<file path="src/ocd_pkg.sv">
// Opcode map constants, mode and group encodings for the opcode decoder and address generator.
package ocd_pkg;

  // Addressing modes, one-hot.
  typedef enum logic [9:0] {
    bit_test_branch_mode   = 10'h001,
    single_bit_write_mode  = 10'h002,
    branch_offset_mode     = 10'h004,
    page_zero_mode         = 10'h008,
    implied_mode           = 10'h010,
    literal_operand_mode   = 10'h020,
    long_absolute_mode     = 10'h040,
    pointer_plus_word_mode = 10'h080,
    pointer_plus_byte_mode = 10'h100,
    register_pointer_mode  = 10'h200
  } ocd_mode_t;

  // Operation groups, one-hot.
  typedef enum logic [4:0] {
    grp_bit     = 5'h01,
    grp_branch  = 5'h02,
    grp_rmw     = 5'h04,
    grp_control = 5'h08,
    grp_regmem  = 5'h10
  } ocd_group_t;

  // Fetch sequencer states, one-hot.
  typedef enum logic [2:0] {
    st_opcode = 3'h1,
    st_byte1  = 3'h2,
    st_byte2  = 3'h4
  } ocd_state_t;

  // High-nibble columns of the opcode map.
  localparam logic [3:0] HI_BIT_TEST   = 4'h0;
  localparam logic [3:0] HI_BIT_WRITE  = 4'h1;
  localparam logic [3:0] HI_BRANCH     = 4'h2;
  localparam logic [3:0] HI_RMW_PAGE0  = 4'h3;
  localparam logic [3:0] HI_RMW_ACC    = 4'h4;
  localparam logic [3:0] HI_RMW_INDEX  = 4'h5;
  localparam logic [3:0] HI_RMW_PPB    = 4'h6;
  localparam logic [3:0] HI_RMW_RP     = 4'h7;
  localparam logic [3:0] HI_CTRL_LO    = 4'h8;
  localparam logic [3:0] HI_CTRL_HI    = 4'h9;
  localparam logic [3:0] HI_LITERAL    = 4'hA;
  localparam logic [3:0] HI_PAGE0      = 4'hB;
  localparam logic [3:0] HI_LONG       = 4'hC;
  localparam logic [3:0] HI_PPW        = 4'hD;
  localparam logic [3:0] HI_PPB        = 4'hE;
  localparam logic [3:0] HI_RP         = 4'hF;
  // Low nibble of the subroutine branch that lives in the literal column.
  localparam logic [3:0] LO_SUB_BRANCH = 4'hD;

  // Implemented rows per column, bit n set when low nibble n is defined.
  localparam logic [15:0] IMPL_FULL    = 16'hFFFF;
  localparam logic [15:0] IMPL_RMW     = 16'hB7D9;
  localparam logic [15:0] IMPL_RMW_ACC = 16'hB7DD;
  localparam logic [15:0] IMPL_CTRL_LO = 16'hC00B;
  localparam logic [15:0] IMPL_CTRL_HI = 16'hBF80;
  localparam logic [15:0] IMPL_LITERAL = 16'h6F7F;

  // Instruction lengths in bytes.
  localparam logic [1:0] LEN_ONE   = 2'h1;
  localparam logic [1:0] LEN_TWO   = 2'h2;
  localparam logic [1:0] LEN_THREE = 2'h3;

  // Program counter value after reset.
  localparam logic [15:0] PC_RESET = 16'h0000;

endpackage

</file>
<file path="src/ocd_map.sv">
// Combinational opcode map: mode, group, length and implemented flag from one opcode byte.
`timescale 1ns/1ps
module ocd_map (
  input  wire logic [7:0]         opcode,      // Opcode byte under decode
  output ocd_pkg::ocd_mode_t      mode,        // Addressing mode
  output ocd_pkg::ocd_group_t     group,       // Operation group
  output logic      [1:0]         length,      // Instruction length in bytes
  output logic                    implemented  // Opcode position is defined
);

  logic [3:0]  hi;
  logic [3:0]  lo;
  logic [15:0] impl_mask;

  assign hi = opcode[7:4];
  assign lo = opcode[3:0];

  always_comb begin
    impl_mask = ocd_pkg::IMPL_FULL;
    mode      = ocd_pkg::implied_mode;
    group     = ocd_pkg::grp_control;
    length    = ocd_pkg::LEN_ONE;
    case (hi)
      ocd_pkg::HI_BIT_TEST: begin
        mode   = ocd_pkg::bit_test_branch_mode;
        group  = ocd_pkg::grp_bit;
        length = ocd_pkg::LEN_THREE;
      end
      ocd_pkg::HI_BIT_WRITE: begin
        mode   = ocd_pkg::single_bit_write_mode;
        group  = ocd_pkg::grp_bit;
        length = ocd_pkg::LEN_TWO;
      end
      ocd_pkg::HI_BRANCH: begin
        mode   = ocd_pkg::branch_offset_mode;
        group  = ocd_pkg::grp_branch;
        length = ocd_pkg::LEN_TWO;
      end
      ocd_pkg::HI_RMW_PAGE0: begin
        mode      = ocd_pkg::page_zero_mode;
        group     = ocd_pkg::grp_rmw;
        length    = ocd_pkg::LEN_TWO;
        impl_mask = ocd_pkg::IMPL_RMW;
      end
      ocd_pkg::HI_RMW_ACC: begin
        group     = ocd_pkg::grp_rmw;
        impl_mask = ocd_pkg::IMPL_RMW_ACC;
      end
      ocd_pkg::HI_RMW_INDEX: begin
        group     = ocd_pkg::grp_rmw;
        impl_mask = ocd_pkg::IMPL_RMW;
      end
      ocd_pkg::HI_RMW_PPB: begin
        mode      = ocd_pkg::pointer_plus_byte_mode;
        group     = ocd_pkg::grp_rmw;
        length    = ocd_pkg::LEN_TWO;
        impl_mask = ocd_pkg::IMPL_RMW;
      end
      ocd_pkg::HI_RMW_RP: begin
        mode      = ocd_pkg::register_pointer_mode;
        group     = ocd_pkg::grp_rmw;
        impl_mask = ocd_pkg::IMPL_RMW;
      end
      ocd_pkg::HI_CTRL_LO: impl_mask = ocd_pkg::IMPL_CTRL_LO;
      ocd_pkg::HI_CTRL_HI: impl_mask = ocd_pkg::IMPL_CTRL_HI;
      ocd_pkg::HI_LITERAL: begin
        impl_mask = ocd_pkg::IMPL_LITERAL;
        length    = ocd_pkg::LEN_TWO;
        if (lo == ocd_pkg::LO_SUB_BRANCH) begin
          mode = ocd_pkg::branch_offset_mode;
        end else begin
          mode  = ocd_pkg::literal_operand_mode;
          group = ocd_pkg::grp_regmem;
        end
      end
      ocd_pkg::HI_PAGE0: begin
        mode   = ocd_pkg::page_zero_mode;
        group  = ocd_pkg::grp_regmem;
        length = ocd_pkg::LEN_TWO;
      end
      ocd_pkg::HI_LONG: begin
        mode   = ocd_pkg::long_absolute_mode;
        group  = ocd_pkg::grp_regmem;
        length = ocd_pkg::LEN_THREE;
      end
      ocd_pkg::HI_PPW: begin
        mode   = ocd_pkg::pointer_plus_word_mode;
        group  = ocd_pkg::grp_regmem;
        length = ocd_pkg::LEN_THREE;
      end
      ocd_pkg::HI_PPB: begin
        mode   = ocd_pkg::pointer_plus_byte_mode;
        group  = ocd_pkg::grp_regmem;
        length = ocd_pkg::LEN_TWO;
      end
      default: begin
        mode  = ocd_pkg::register_pointer_mode;
        group = ocd_pkg::grp_regmem;
      end
    endcase
    if (!impl_mask[lo]) begin
      mode   = ocd_pkg::implied_mode;
      group  = ocd_pkg::grp_control;
      length = ocd_pkg::LEN_ONE;
    end
  end

  assign implemented = impl_mask[lo];

endmodule

</file>
<file path="src/ocd_decode.sv">
// Opcode decoder and operand location generator with program counter stepping.
`timescale 1ns/1ps
// Notes on behaviour
// - Long absolute address is the next two bytes, high first; PC steps by three.
// - Long absolute mode reaches the whole 64K map, not only page zero.
// - Register pointer address is the index register with upper byte zero.
// - Register pointer instructions are one byte long; PC steps by one.
// - High nibble 0 is bit test and branch, 1 is bit set or clear.
// - High nibbles A to F select literal, page zero, long, word, byte, pointer.
// - High nibbles 3 to 7 are the read-modify-write forms; 2 holds branches.
// - Pointer plus byte adds index and byte; carry becomes the upper byte.
// - Branch target is next instruction plus signed offset, only when taken.
module ocd_decode (
  input  wire logic        clk,            // Core clock
  input  wire logic        reset,          // Asynchronous reset, active high
  input  wire logic        byte_valid,     // Fetch unit presents a byte
  input  wire logic [7:0]  byte_data,      // Opcode or operand byte
  input  wire logic [7:0]  index_reg,      // Current index register
  input  wire logic        branch_cond,    // Branch condition holds, sampled on last byte
  output logic      [15:0] fetch_addr_q,   // Address of the next byte to fetch
  output logic      [15:0] ea_q,           // Operand location
  output logic             ea_valid_q,     // Operand location valid, one cycle
  output logic             done_q,         // Instruction decoded, one cycle
  output logic             unimpl_q,       // Blank opcode seen, one cycle
  output ocd_pkg::ocd_mode_t  mode_q,      // Addressing mode of last instruction
  output ocd_pkg::ocd_group_t group_q,     // Operation group of last instruction
  output logic      [3:0]  op_q,           // Low nibble, the operation select
  output logic      [2:0]  bit_num_q,      // Bit number for bit groups
  output logic             bit_sense_q,    // 1 for set or branch-if-set
  output logic             branch_taken_q  // Branch redirected the PC
);

  ocd_pkg::ocd_state_t state_q;
  logic [7:0]  opc_q;
  logic [7:0]  b1_q;
  logic [7:0]  b2_q;
  logic [15:0] inst_pc_q;

  logic [7:0]  cur_opc;
  logic [7:0]  cur_b1;
  logic [15:0] start_pc;
  ocd_pkg::ocd_mode_t  dec_mode;
  ocd_pkg::ocd_group_t dec_group;
  logic [1:0]  dec_len;
  logic        dec_impl;
  logic        finish;
  logic        taken;
  logic [15:0] ea_d;
  logic [15:0] next_pc_d;
  logic [15:0] rel_target;
  logic [15:0] btb_target;
  logic [8:0]  ppb_sum;

  // Operands seen in the finishing cycle come straight from the bus, earlier ones from the capture flops.
  assign cur_opc  = (state_q == ocd_pkg::st_opcode) ? byte_data : opc_q;
  assign cur_b1   = (state_q == ocd_pkg::st_byte1) ? byte_data : b1_q;
  assign start_pc = (state_q == ocd_pkg::st_opcode) ? fetch_addr_q : inst_pc_q;

  ocd_map u_map (
    .opcode      (cur_opc),
    .mode        (dec_mode),
    .group       (dec_group),
    .length      (dec_len),
    .implemented (dec_impl)
  );

  assign finish = byte_valid &&
                  (((state_q == ocd_pkg::st_opcode) && (dec_len == ocd_pkg::LEN_ONE)) ||
                   ((state_q == ocd_pkg::st_byte1) && (dec_len == ocd_pkg::LEN_TWO)) ||
                   (state_q == ocd_pkg::st_byte2));

  assign rel_target = start_pc + {14'h0000, ocd_pkg::LEN_TWO} + {{8{cur_b1[7]}}, cur_b1};
  assign btb_target = start_pc + {14'h0000, ocd_pkg::LEN_THREE} + {{8{byte_data[7]}}, byte_data};
  assign ppb_sum    = {1'b0, index_reg} + {1'b0, cur_b1};

  assign taken = branch_cond && dec_impl &&
                 ((dec_mode == ocd_pkg::branch_offset_mode) || (dec_mode == ocd_pkg::bit_test_branch_mode));

  always_comb begin
    ea_d = 16'h0000;
    case (dec_mode)
      ocd_pkg::bit_test_branch_mode,
      ocd_pkg::single_bit_write_mode,
      ocd_pkg::page_zero_mode:         ea_d = {8'h00, cur_b1};
      // untaken branch points at next instruction
      ocd_pkg::branch_offset_mode:     ea_d = taken ? rel_target : start_pc + {14'h0000, ocd_pkg::LEN_TWO};
      ocd_pkg::literal_operand_mode:   ea_d = start_pc + 16'h0001;
      ocd_pkg::long_absolute_mode:     ea_d = {cur_b1, byte_data};
      ocd_pkg::pointer_plus_word_mode: ea_d = {cur_b1, byte_data} + {8'h00, index_reg};
      ocd_pkg::pointer_plus_byte_mode: ea_d = {7'h00, ppb_sum};
      ocd_pkg::register_pointer_mode:  ea_d = {8'h00, index_reg};
      default:                         ea_d = 16'h0000;
    endcase
  end

  always_comb begin
    next_pc_d = start_pc + {14'h0000, dec_len};
    if (taken && (dec_mode == ocd_pkg::branch_offset_mode)) begin
      next_pc_d = rel_target;
    end else if (taken) begin
      next_pc_d = btb_target;
    end
  end

  // Fetch sequencer: waits for the operand bytes that the opcode calls for.
  always_ff @(posedge clk or posedge reset) begin
    if (reset) begin
      state_q <= ocd_pkg::st_opcode;
    end else if (byte_valid) begin
      case (state_q)
        ocd_pkg::st_opcode: state_q <= finish ? ocd_pkg::st_opcode : ocd_pkg::st_byte1;
        ocd_pkg::st_byte1:  state_q <= finish ? ocd_pkg::st_opcode : ocd_pkg::st_byte2;
        ocd_pkg::st_byte2:  state_q <= ocd_pkg::st_opcode;
        default:            state_q <= ocd_pkg::st_opcode;
      endcase
    end
  end

  always_ff @(posedge clk or posedge reset) begin
    if (reset) begin
      opc_q     <= 8'h00;
      b1_q      <= 8'h00;
      b2_q      <= 8'h00;
      inst_pc_q <= ocd_pkg::PC_RESET;
    end else if (byte_valid) begin
      if (state_q == ocd_pkg::st_opcode) begin
        opc_q     <= byte_data;
        inst_pc_q <= fetch_addr_q;
      end
      if (state_q == ocd_pkg::st_byte1) begin
        b1_q <= byte_data;
      end
      if (state_q == ocd_pkg::st_byte2) begin
        b2_q <= byte_data;
      end
    end
  end

  always_ff @(posedge clk or posedge reset) begin
    if (reset) begin
      fetch_addr_q <= ocd_pkg::PC_RESET;
    end else if (finish) begin
      fetch_addr_q <= next_pc_d;
    end else if (byte_valid) begin
      fetch_addr_q <= fetch_addr_q + 16'h0001;
    end
  end

  // unimplemented opcodes get no operand location
  always_ff @(posedge clk or posedge reset) begin
    if (reset) begin
      done_q         <= 1'b0;
      ea_valid_q     <= 1'b0;
      unimpl_q       <= 1'b0;
      branch_taken_q <= 1'b0;
    end else begin
      done_q         <= finish;
      ea_valid_q     <= finish && dec_impl && (dec_mode != ocd_pkg::implied_mode);
      unimpl_q       <= finish && !dec_impl;
      branch_taken_q <= finish && taken;
    end
  end

  // decoded fields held until the next instruction completes
  always_ff @(posedge clk or posedge reset) begin
    if (reset) begin
      ea_q        <= 16'h0000;
      mode_q      <= ocd_pkg::implied_mode;
      group_q     <= ocd_pkg::grp_control;
      op_q        <= 4'h0;
      bit_num_q   <= 3'h0;
      bit_sense_q <= 1'b0;
    end else if (finish) begin
      ea_q        <= ea_d;
      mode_q      <= dec_mode;
      group_q     <= dec_group;
      op_q        <= cur_opc[3:0];
      bit_num_q   <= cur_opc[3:1];
      bit_sense_q <= ~cur_opc[0];
    end
  end
endmodule

</file>
<file path="config.mk">
export PLATFORM = sky130hd
export DESIGN_NAME = ocd_decode
export DESIGN_NICKNAME = d
export VERILOG_FILES = /design/src/ocd_pkg.sv /design/src/ocd_map.sv /design/src/ocd_decode.sv
export SDC_FILE = /design/constraint.sdc
export NUM_CORES = 1
export LEC_CHECK = 0
export BUFFER_PORTS_ARGS = -buffer_cell sky130_fd_sc_hd__buf_2
export CELL_PAD_IN_SITES_DETAIL_PLACEMENT = 1
export CELL_PAD_IN_SITES_GLOBAL_PLACEMENT = 1
export CORE_ASPECT_RATIO = 0.6
export CORE_MARGIN = 2
export CORE_UTILIZATION = 43
export CTS_BUF_LIST = sky130_fd_sc_hd__clkbuf_8
export DETAILED_ROUTE_END_ITERATION = 8
export GPL_TIMING_DRIVEN = 0
export PLACE_DENSITY_LB_ADDON = 0.05
export SLEW_MARGIN = 20
export SYNTH_ARGS = -nofsm -noshare
export SYNTH_HDL_FRONTEND = slang
export SYNTH_SLANG_ARGS = --single-unit
</file>
<file path="constraint.sdc">
create_clock -name clk -period 4.96 [get_ports clk]
set_input_delay 0.992 -clock clk [delete_from_list [all_inputs] [get_ports clk]]
set_output_delay 0.992 -clock clk [all_outputs]
set_load 0.01 [all_outputs]
</file>
[Yosys cells after proc, flatten, opt, wreduce, memory -nomap -nowiden]
Cells that the tools add are included.
Operators by class
  add/sub/neg operators: 9
  order comparisons: 1
  equal/unequal tests: 30
  muxes and demuxes: 23
  bitwise logic cells: 1
  reductions and logical operators: 26
Operators by type and width (count)
  case mux 16 bit (7 select lines): 1
  2-to-1 mux 16 bit: 6
  case mux 10 bit (9 select lines): 1
  case mux 16 bit (5 select lines): 1
  adder 16 x 1 -> 16 bit (second input constant): 2
  adder 16 bit: 2
  adder 16 x 2 -> 16 bit (second input constant): 2
  == test 4 bit (second input constant): 8
  case mux 5 bit (5 select lines): 1
  adder 16 x 2 -> 16 bit: 1
  adder 16 x 8 -> 16 bit: 1
  == test 4 x 3 -> 1 bit (second input constant): 4
  2-to-1 mux 8 bit: 2
  == test 10 x 1 -> 1 bit (second input constant): 1
  == test 10 bit (second input constant): 1
  == test 10 x 2 -> 1 bit (second input constant): 1
  == test 10 x 3 -> 1 bit (second input constant): 1
  == test 10 x 4 -> 1 bit (second input constant): 1
  == test 10 x 6 -> 1 bit (second input constant): 1
  == test 10 x 7 -> 1 bit (second input constant): 1
  == test 10 x 8 -> 1 bit (second input constant): 1
  == test 10 x 9 -> 1 bit (second input constant): 1
  logical AND 1 bit: 10
  2-to-1 mux 10 bit: 1
  28 further kinds: 38
Storage, ports and cells
  bits in registers: 94
  input bits: 20
  output and inout port bits: 59
  logic and storage cells: 105

[Depth between registers and ports, before layout]
Gate-level depths: netlist of the first run.
  word-level depth: 15
  gate-level depth with buffers: 22
  mapped depth without buffers: 18

[Hierarchy]
From an unflattened synthesis of the first run, not the netlist that was laid out.
Second synthesis, totals
  cell total of the unflattened synthesis: 1115
  area, all modules: 9253.9 um^2
By module, submodules not included
  ocd_decode: instances 1, cells each 1043, area an instance 8804.7 um^2, seq. area each 2280.9 um^2
  ocd_map: instances 1, cells each 72, area an instance 449.2 um^2, seq. area each 0.0 um^2

[Worst setup path after synthesis of the first run]
Ideal clock, no wire load.
  kind: register to register
  start point: reg state_q[0]
  end point: reg fetch_addr_q[15]
  arrival time: 4544 ps
  data required time: 4831 ps
  slack: 288 ps
  stages on the path, launching flop included: 20
  path buffers: 3
  clock period less this slack: 4672 ps
  path through: dfstp_2 > nor3b_2 > buf_4 > buf_4 > buf_6 > mux2i_1 > inv_1 > ha_1 > nand3b_1 > xnor2_1 > ha_1 > a21o_1 > a21o_1 > a41oi_1 > o21ai_0 > or3_1 > a31oi_1 > xnor2_1 > a221oi_1 > a21oi_1
RTL lines
  from (decl): line ocd_decode.sv:33  | ocd_pkg::ocd_state_t state_q;
  from (signal assigned): line ocd_decode.sv:108  | state_q <= ocd_pkg::st_opcode;
  from (signal assigned): line ocd_decode.sv:111  | ocd_pkg::st_opcode: state_q <= finish ? ocd_pkg::st_opcode : ocd_pkg::st_byte1;
  from (signal assigned): line ocd_decode.sv:112  | ocd_pkg::st_byte1: state_q <= finish ? ocd_pkg::st_opcode : ocd_pkg::st_byte2;
  == test 3 x 1 -> 1 bit *: line ocd_decode.sv:57  | assign start_pc = (state_q == ocd_pkg::st_opcode) ? fetch_addr_q : inst_pc_q;
  2-to-1 mux 16 bit *
  via start_pc[2]: line ocd_decode.sv:41  | logic [15:0] start_pc;
  adder 16 x 2 -> 16 bit: line ocd_decode.sv:73  | assign btb_target = start_pc + {14'h0000, ocd_pkg::LEN_THREE} + {{8{byte_data[7]}}, byte_data};
  adder 16 bit: line ocd_decode.sv:73
  2-to-1 mux 16 bit: line ocd_decode.sv:100  | end else if (taken) begin
  2-to-1 mux 16 bit *: line ocd_decode.sv:98  | if (taken && (dec_mode == ocd_pkg::branch_offset_mode)) begin
  2-to-1 mux 16 bit *: line ocd_decode.sv:142  | end else if (finish) begin
  to (signal assigned): line ocd_decode.sv:141  | fetch_addr_q <= ocd_pkg::PC_RESET;
  to (signal assigned): line ocd_decode.sv:143  | fetch_addr_q <= next_pc_d;
  to (signal assigned): line ocd_decode.sv:145  | fetch_addr_q <= fetch_addr_q + 16'h0001;
  to (decl): line ocd_decode.sv:20  | output logic [15:0] fetch_addr_q,
Mark *: on every way through the listed nets, which the timed path passes. The rest lies on a longest branch. The select of a mux whose other input is x is not followed.
A chain may end at the register's enable or synchronous reset.

[Worst setup path in the final report of the first run]
  start point: reg state_q[0]
  end point: reg fetch_addr_q[11]
On the way
  longest elaborated chain between the ends: 14
Ends and longest elaborated chain
  branches (longest 14 deep; another with adder 16 x 2 -> 16 bit)
Several ways; the timed one is not identified. The select of a mux whose other input is x is not followed.

==> results.toml, run 1 <==
[status]
status = "finished, final reports clean"

[setup_path]
path_max_fanout = 10
end_kind = "register"
required_ns = 5.30
critPathMaxStageDelay_ns = 0.59
crit_family = "buffers and inverters"
cp.arrival_ns = 5.19
path_buf_inv = 5
cp_common_cell = "buf_4"
crit_chain = "or3b_1 > buf_2 > clkbuf_4 > buf_4 > buf_4 > mux2i_2 > nand2_1 > xnor2_1 > ha_1 > o21ai_1 > nor2_1 > a41oi_2 > buf_4 > o21ai_0 > xor2_1 > nor2_1 > a21oi_2 > mux2i_1 > a2bb2oi_1"
crit_slowest_cell = "dfstp_2"
path_class = "reg2reg"
start_kind = "register"

[die]
placementRows = 40
chipWidth_um = 189
ios = 79
die_area_um2 = 21700
start_util_pct = 44.0
coreArea_um2 = 20000
die_y_um = 115

[route]
totalWireLength_mm = 36.6
vias = 9081
ant_nets = 0
drc = 0
wl_per_cell_um = 25.6
drtIter0Drc = 888
drt_first_pass_iters = 5
vias_per_cell = 6.35

[min_path]
hold_class = "reg2reg"

[grt]
overflow = 0
grt_pass1_vias = 8659
antenna_found_initial = 2
grtUsageTotal_pct = 33.8
grt_max_degree = 62
grt_pass1_wl_mm = 54.4

[logic_synthesis]
seq_area_frac_synth_pct = 25.9
synth_edf_count = 0
avgSynthCellArea_um2 = 8.40
netlist_instances = 1048
synthFlopType = "dfrtp_1"
async_flop_share_pct = 100
synthesis.nets = 1138
ys_seq_elements = 91
syn_area_um2 = 8810
ys_types = 78
synth_warnings = 0

[timing]
period_minus_slack_ns = 4.85
tightest_slew_ns = 1.24
hold_violations = 0
slew_violations = 0
timing.slew.headroom_pct = 17.1
rsz0062_at_grt = "yes"
post-route-period-util_pct = 97.8
fmax_mhz = 206
setup_viol = 0
skew_ns = 0.0264

[finish]
final_core_util_pct = 51.3
nets = 1242
final_cells = 1430
final_cell_area_um2 = 10300
final_layout_size_suffix_gt1_share_pct = 22.5
fill_cells = 2450
antenna_cells = 0
regArea_um2 = 2280
multi_input_area_um2 = 6470
area_growth_syn_to_layout_pct = 16.5

[placed_design]
port_buffers = 77
globalplace.congestion = 0.952
dp_hpwl_mm = 28.5
postPlaceCellArea_um2 = 9580
post-place-cells = 1400

[clocking]
insertion_delay_ns = 0.41
numCtsBuffers = 9
root_buffer = "clkbuf_8"
clkTransAtPathRegs_ns = 0.12
clock_path_buffers = 2
cts_num_sinks = 91
cts_tree = "built"
h-tree-depth = 3

[job]
drv_cap = 0
synth_stat cells, drive strengths merged (4+ instances only):
library cell	count	area (um2)
nand2	115	432
dfrtp	88	2200
a21oi	69	349
xnor2	69	604
ha	65	813
nor2	64	240
o21ai	63	315
mux2	46	522
inv	40	150
mux2i	39	390
clkbuf	32	120
nor3	31	155
nand3	30	150
buf	20	134
a211oi	17	128
a21o	17	128
a31oi	17	113
nor2b	16	100
xor2	15	131
nand4	13	81.3
a22oi	12	90.1
o211ai	11	82.6
o21a	10	75.1
o22ai	10	62.6
and3	9	56.3
or3	9	56.3
a221o	8	80.1
nand3b	8	60.1
or2	8	50.1
a221oi	7	61.3
o31ai	7	57.6
a2bb2oi	6	58.8
nand2b	6	37.5
o21bai	6	45.0
and2	5	31.3
fa	5	100
o31a	5	43.8
nor3b	4	35.0
nor4	4	31.3
per-stage QoR:
| stage | TNS, ns | hold slack (ns) | setup slack (ns) |
|---|---|---|---|
| 2_1_floorplan | 0 | 0.446 | 0.288 |
| 3_5_place_dp | -16.30 | 0.456 | -1.37 |
| 4_1_cts | 0 | 0.481 | 0.0109 |
| 3_3_place_gp | -15.78 | 0.446 | -1.35 |
| 5_1_grt | -0.260 | 0.499 | -0.0747 |
| 6_report | 0 | 0.474 | 0.107 |
worst min-delay path: stages (launching register included):
cell and delay (ns):
dfrtp_1 0.36, nand2_1 0.05, nand2_1 0.05
final cells by class:
cell class | count | share of cell area [%]
Buffer | 52 | 2.83
Clock buffer | 9 | 1.21
Clock inverter | 7 | 0.512
Inverter | 42 | 1.60
Multi-Input combinational cell | 863 | 63.1
Sequential cell | 91 | 22.3
Tap cell | 273 | 3.33
Timing Repair Buffer | 93 | 5.22
cell families (layout without fill, tap and decap cells):
group | Yosys count | after routing | share of synthesized area [%]
buffers and inverters | 94 | 203 | 4.69
muxes | 85 | 85 | 10.4
and+or+nand+nor | 330 | 330 | 18.0
adders and majority gates | 72 | 72 | 10.6
AOI/OAI and AO/OA | 292 | 292 | 22.1
DFF | 91 | 91 | 25.9
xor gates and xnor gates | 84 | 84 | 8.35
registers in the layout, indices dropped and copies added (netlist names):
register / count
state_q: 3
opc_q: 8
fetch_addr_q: 16
bit_sense_q: 1
done_q: 1
ea_valid_q: 1
group_q: 5
ea_q: 16
unimpl_q: 1
inst_pc_q: 16
op_q: 4
mode_q: 10
branch_taken_q: 1
b1_q: 8
cell usage in the layout, fill, tap and decap left out, drive strengths merged, types with 7 or more instances in the layout:
master  instances
a221oi          7
and3            9
a21o           17
nand4          13
nand3b          8
a21oi          69
o21a           10
mux2i          39
a22oi          12
or3             9
nor2b          16
inv            44
mux2           46
nand3          30
buf           113
nand2         115
a31oi          17
a211oi         17
or2             8
nor2           64
clkbuf         41
o211ai         11
o21ai          63
nor3           31
o22ai          10
o31ai           7
ha             65
dfrtp          88
xnor2          69
a221o           8
xor2           15
metal layers:
layer	part of all wire (%)	track usage, %	vias up
met5	0.087	0	-
met4	0.84	5.89	4
met3	11	9.83	27
met2	39	46.4	476
met1	49	52.2	4525
li1	-	-	4049
final timing paths:
path                            start                to  slack [ns]  cells past startpoint
max in group asynchronous       reset        state_q[0]        3.75                      3
setup reg to reg           state_q[0]  fetch_addr_q[11]        0.11                     19
hold reg to reg             mode_q[9]         mode_q[9]        0.47                      2
min in group asynchronous       reset            done_q        0.55                      2
setup / recovery           state_q[0]  fetch_addr_q[11]        0.11                     19
hold / removal              mode_q[9]         mode_q[9]        0.47                      2
timing repair:
item / in CTS / in global routing
buffers inserted: 2 / 12
endpoints found under the setup margin: 24 / 18
pin swaps: 1 / 8
hold buffers: 0 / 0
gates resized for setup: 44 / 46
Power of run 1 is left out: the tool's default activity adds up to more than one toggle a clock period on the data nets, which glitch-free logic cannot reach.
==> run 2: changes to the inputs <==
CAP_MARGIN = 20   (was unset)
PLACE_DENSITY_LB_ADDON = 0.1   (was 0.05)
SYNTH_HIERARCHICAL = 1   (was unset)
==> run 2 against run 1 <==
Effect of this change: critical path depth rose by 2; wire length rose by 13%; the run now ends with setup timing left; count of clock-buffer cells in the layout did not move; die area rose by 4.9%; fmax fell by 3.5%; critical path type unchanged; largest cell class unchanged; synthesized cell count rose by 6.4%; sequential share of layout area fell by 2.2 points; register-to-register slack got worse by 0.17 ns; first-iteration DRC count rose by 27%.
==> results.toml, run 2 <==
[status]
status = "finished, violations left"
violations = "setup timing"

[setup_path]
path_buf_inv = 5
path_max_fanout = 7
r2r_start = "state_q[0]"
rrSetupSlack_ns = -0.07
critPathMaxStageDelay_ns = 0.62
rr_endpoint = "ea_q[9]"
end_kind = "register"
required_ns = 5.26
r2r_cells = 21
crit_chain = "or3b_4 > buf_16 > clkbuf_16 > nand2_4 > nand2_2 > buf_6 > or3b_4 > o221ai_2 > o211ai_2 > a22oi_4 > nor3_4 > or4_4 > nor3_4 > buf_6 > buf_4 > nand3_4 > a21oi_4 > o21ba_1 > o32ai_1 > a31oi_1 > o21ai_1"
start_kind = "register"
cp.arrival_ns = 5.32
crit_family = "simple AND/OR/NAND/NOR gates"
path_class = "reg2reg"
crit_slowest_cell = "or4_4"

[logic_synthesis]
synthMuxAreaShare_pct = 9.94
synth-simple-area-share_pct = 21.2
ys_types = 91
synthAdderAreaFrac_pct = 9.87
netlist_instances = 1115
synth.largest_area_cell = "dfrtp_1"
synth.area.top_cells = "dfrtp_1, ha_1, nand2_1"
syn_area_um2 = 9250
synth_common_cells = "nand2_1, dfrtp_1, nor2_1"
seq_area_frac_synth_pct = 24.6
synth_warnings = 6
synth_top_family_by_area = "compound AO/OA/AOI/OAI gates"
async_flop_share_pct = 100
synthXorXnorAreaFrac_pct = 7.19
synthesis.nets = 1205
synth_edf_count = 0
ys_seq_elements = 91
synth_top_area_share_pct = 23.8
synthFlopType = "dfrtp_1"
synth_compound_area_share_pct = 22.0
avgSynthCellArea_um2 = 8.30
synth_most_common_cell = "nand2_1"

[min_path]
worstHoldEndpoint = "group_q[3]"
hold_class = "reg2reg"
hold_start = "group_q[3]"
worstHoldPathCells = 2

[clocking]
cts_tree = "built"
root_buffer = "clkbuf_8"
insertion_delay_ns = 0.42
cts_num_sinks = 91
numCtsBuffers = 9
h-tree-depth = 3
clkTransAtPathRegs_ns = 0.11
postCtsHoldBufs = 0
clock_path_buffers = 2

[finish]
final_layout_size_suffix_gt1_share_pct = 27.6
antenna_cells = 0
reg.largest.list = "ea_q (16), fetch_addr_q (16), inst_pc_q (16)"
final_common_cell = "nand2_1"
final_cell_area_um2 = 11400
final_cell_mix = "nand2_1, dfrtp_1, buf_2"
area_growth_syn_to_layout_pct = 22.9
nets = 1351

[route]
vias_per_cell = 6.50
drtIter0Drc = 1127
drc = 0
ant_nets = 0
drt_first_pass_iters = 7
wl_per_cell_um = 26.8
vias = 10000
totalWireLength_mm = 41.4

[die]
ios = 79
coreArea_um2 = 21100
placementRows = 41
start_util_pct = 43.9
chipWidth_um = 193
die_area_um2 = 22700
die_y_um = 118

[grt]
grt_pass1_wl_mm = 61.7
overflow = 0
antenna_found_initial = 0
grtUsageMet2_pct = 46.9
grtUsageTotal_pct = 35.7
grt_use_met3_pct = 13.6
grt_max_degree = 57
grt_use_met1_pct = 53.4
grt_pass1_vias = 9873
grt.busiest_layer = "met1"

[placed_design]
pre_cts_ws_ns = -1.72
port_buffers = 77
globalplace.congestion = 0.949
dp_hpwl_mm = 31.5
postPlaceCellArea_um2 = 10000

[timing]
timing.slew.headroom_pct = 34.0
period_minus_slack_ns = 5.03
fmax_mhz = 199
setup_viol = 5
slew_violations = 0
post-route-period-util_pct = 101
finalSetupTns_ns = -0.191
fin_ws_ns = -0.0676
tightest_slew_ns = 0.988
hold_violations = 0
skew_ns = 0.0178
timing.hold.ws_ns = 0.470
rsz0062_at_grt = "yes"

[job]
drv_cap = 0
run 2: cell types whose count changed after synthesis, sizes merged, moves of 8 or more:
cell	delta
and3	+8
o22ai	-8
xnor2	-10
mux2i	-8
inv	+11
nor2b	-9
nand2	+41
buf	+8
run 2: per-layer routing:
| metal | vias up | wire [um] |
|---|---|---|
| li1 | 4414 | - |
| met1 | 5052 | 19400 |
| met2 | 522 | 16000 |
| met3 | 46 | 5230 |
| met4 | 2 | 578 |
| met5 | - | 138 |
run 2: repair_timing:
item	in CTS	in global routing
resized for setup	118	53
cloned	2	0
setup endpoints to repair	59	55
buffers inserted	43	16
pin swaps	24	16
run 2: kinds of logic (layout without fill, tap and decap cells):
group           Yosys count  count (layout)
xor+xnor                 76              76
simple gates            396             396
flops                    91              91
compound gates          292             292
buf+inv                 107             258
mux                      83              83
fa+ha+maj                70              70
run 2: how the worst max path moves through the flow:
stage | startpoint | cells past startpoint | end
3_3_place_gp | state_q[0] | 19 | ea_q[4]
6_report | state_q[0] | 21 | ea_q[9]
3_5_place_dp | state_q[0] | 19 | ea_q[4]
5_1_grt | state_q[0] | 21 | ea_q[15]
2_1_floorplan | state_q[0] | 23 | ea_q[15]
4_1_cts | state_q[0] | 23 | fetch_addr_q[15]
run 2: cell type report:
| class | instances | area, um2 |
|---|---|---|
| Fill cell | 2543 | 9710 |
| Multi-Input combinational cell | 917 | 6990 |
| Sequential cell | 91 | 2280 |
| Timing Repair Buffer | 139 | 950 |
| Buffer | 51 | 399 |
| Tap cell | 279 | 349 |
| Inverter | 52 | 201 |
| Clock buffer | 9 | 124 |
| Clock inverter | 7 | 75.1 |
run 2: stage by stage:
stage / cells / utilization, %
global placement: 1471 / 47.4
CTS: 1531 / 52.3
global route: 1545 / 53.9
floorplan: 1115 / -
finish: 1545 / 53.9
detailed placement: 1472 / 47.6
run 2: worst register-to-register path, cell delays in order, from the launching register on:
cell and delay, ns:
dfstp_2 0.55, or3b_4 0.43, buf_16 0.16, clkbuf_16 0.16, nand2_4 0.05, nand2_2 0.04
buf_6 0.13, or3b_4 0.38, o221ai_2 0.18, o211ai_2 0.17, a22oi_4 0.36, nor3_4 0.11
or4_4 0.63, nor3_4 0.23, buf_6 0.13, buf_4 0.11, nand3_4 0.13, a21oi_4 0.25
o21ba_1 0.15, o32ai_1 0.09, a31oi_1 0.36, o21ai_1 0.12
Power of run 2 is left out for the same reason.
==> run 3: changes to the inputs <==
BUFFER_PORTS_ARGS = -buffer_cell sky130_fd_sc_hd__buf_4   (was -buffer_cell sky130_fd_sc_hd__buf_2)
RECOVER_POWER = 100   (was unset)
==> run 3 against run 2 <==
Effect of this change: the run ends with capacitance limit, slew limit, setup timing left; design area grew 1.5%; count of clock-buffer cells in the layout unchanged; sequential cell count unchanged; wire length rose by 2.1%; global-route usage increased by 0.33 points; hold slack is essentially flat; via count is 1.0% higher; utilization rose by 0.80 points; critical path depth decreased by 1; fmax is 0.43% higher; register-to-register slack better by 0.02 ns; sequential share of layout area down 0.29 points.
==> results.toml, run 3 (synthesis results as in run 2) <==
[grt]
grt_max_degree = 57
grt_pass1_vias = 9909
grt_pass1_wl_mm = 62.1
antenna_found_initial = 0
overflow = 0
grtUsageTotal_pct = 36.0

[timing]
period_minus_slack_ns = 5.01
slew_violations = 94
timing.slew.headroom_pct = -80.7
fin_ws_ns = -0.0462
fmax_mhz = 200
skew_ns = 0.0160
setup_viol = 3
tightest_slew_ns = 2.71
hold_violations = 0
rsz0062_at_grt = "yes"
post-route-period-util_pct = 101

[clocking]
clkTransAtPathRegs_ns = 0.11
postCtsHoldBufs = 0
cts_num_sinks = 91
h-tree-depth = 3
insertion_delay_ns = 0.42
root_buffer = "clkbuf_8"
cts_tree = "built"
numCtsBuffers = 9
clock_path_buffers = 2

[die]
ios = 79
start_util_pct = 43.9
placementRows = 41
coreArea_um2 = 21100
chipWidth_um = 193
die_y_um = 118
die_area_um2 = 22700

[finish]
final_core_util_pct = 54.8
nets = 1364
area_growth_syn_to_layout_pct = 24.7
antenna_cells = 0
final_common_cell = "nand2_1"
final_cell_mix = "nand2_1, buf_4, dfrtp_1"
reg.largest.list = "ea_q (16), fetch_addr_q (16), inst_pc_q (16)"
final_cell_area_um2 = 11500
final_cells = 1558
final_layout_size_suffix_gt1_share_pct = 25.3

[route]
drtIter0Drc = 1210
drt_first_pass_iters = 5
ant_nets = 0
vias_per_cell = 6.51
wl_per_cell_um = 27.1
drc = 0
vias = 10100
totalWireLength_mm = 42.2

[placed_design]
port_buffers = 77
pre_cts_ws_ns = -1.68
post-place-cells = 1472
dp_hpwl_mm = 31.5
postPlaceCellArea_um2 = 10200
globalplace.congestion = 0.971

[setup_path]
crit_chain = "or3b_4 > buf_16 > clkbuf_16 > nand2_4 > nand2_2 > buf_6 > buf_12 > nor2b_2 > a31oi_1 > o221a_2 > a22oi_4 > buf_12 > nor3_4 > or4_1 > buf_6 > nor2_2 > nand3b_1 > a221oi_1 > a2111oi_1 > o21ai_0"
required_ns = 5.26
r2r_start = "state_q[0]"
end_kind = "register"
cp.arrival_ns = 5.31
start_kind = "register"
rr_endpoint = "ea_q[6]"
path_class = "reg2reg"
crit_start = "state_q[0]"
rrSetupSlack_ns = -0.05
r2r_cells = 20
crit_slowest_cell = "dfstp_2"
path_max_fanout = 7
critPathMaxStageDelay_ns = 0.57
setup.worst_path.end = "ea_q[6]"

[status]
violations = "capacitance limit, slew limit, setup timing"
status = "finished, violations left"

[job]
drv_cap = 2

[min_path]
hold_class = "reg2reg"
[run 3: cell types whose count changed in the layout (fill, tap and decap cells not counted), sizes merged]
cell | before | now
clkbuf | 34 | 85
buf | 165 | 125
clkinvlp | 0 | 3
clkinv | 4 | 2
bufinv | 1 | 0
clkdlybuf4s15 | 0 | 1
dlymetal6s4s | 0 | 1
[run 3: worst min path at each step]
stage,startpoint,end,cells after the start
CTS,group_q[3],group_q[3],2
detailed placement,group_q[3],group_q[3],2
global route,group_q[3],group_q[3],2
global placement,group_q[3],group_q[3],2
floorplan,group_q[3],group_q[3],2
finish,group_q[3],group_q[3],2
[run 3: final cells by class]
type	count	area (um2)
plain buffers	50	382
fillers	2542	9540
clock inverters	7	68.8
flip-flops and latches	91	2280
multi-input cells	917	7090
well taps	279	349
repair buffers	153	1050
inverters	52	198
clock buffers	9	124
[run 3: what timing repair did]
item / 4_1_cts / 5_1_grt
resized for setup: 104 / 89
cloned: 0 / 1
endpoints found under the hold margin: 0 / 0
buffers inserted: 50 / 25
setup endpoints to repair: 59 / 54
pin swaps: 23 / 36
[run 3: per-layer routing]
| metal | share of wire (%) | GRT usage [%] |
|---|---|---|
| met1 | 47 | 54.2 |
| met2 | 39 | 46.5 |
| met3 | 13 | 15.0 |
| met4 | 1.5 | 7.97 |
| met5 | 0 | 0 |
[run 3: metrics by stage]
stage          hold slack, ns  setup TNS, ns
5_1_grt                 0.495          -1.84
4_1_cts                 0.476         -0.132
3_3_place_gp            0.449         -71.92
2_1_floorplan           0.465              0
6_report                0.470        -0.0533
3_5_place_dp            0.459         -76.68
[run 3: critical path: cells and delay by family, from the launching register on]
family / cells / cell delay [ns]
DFF: 1 / 0.57
buffers and inverters: 6 / 0.88
AOI/OAI and AO/OA: 6 / 1.56
and+or+nand+nor: 8 / 1.85
Power of run 3 is left out for the same reason.
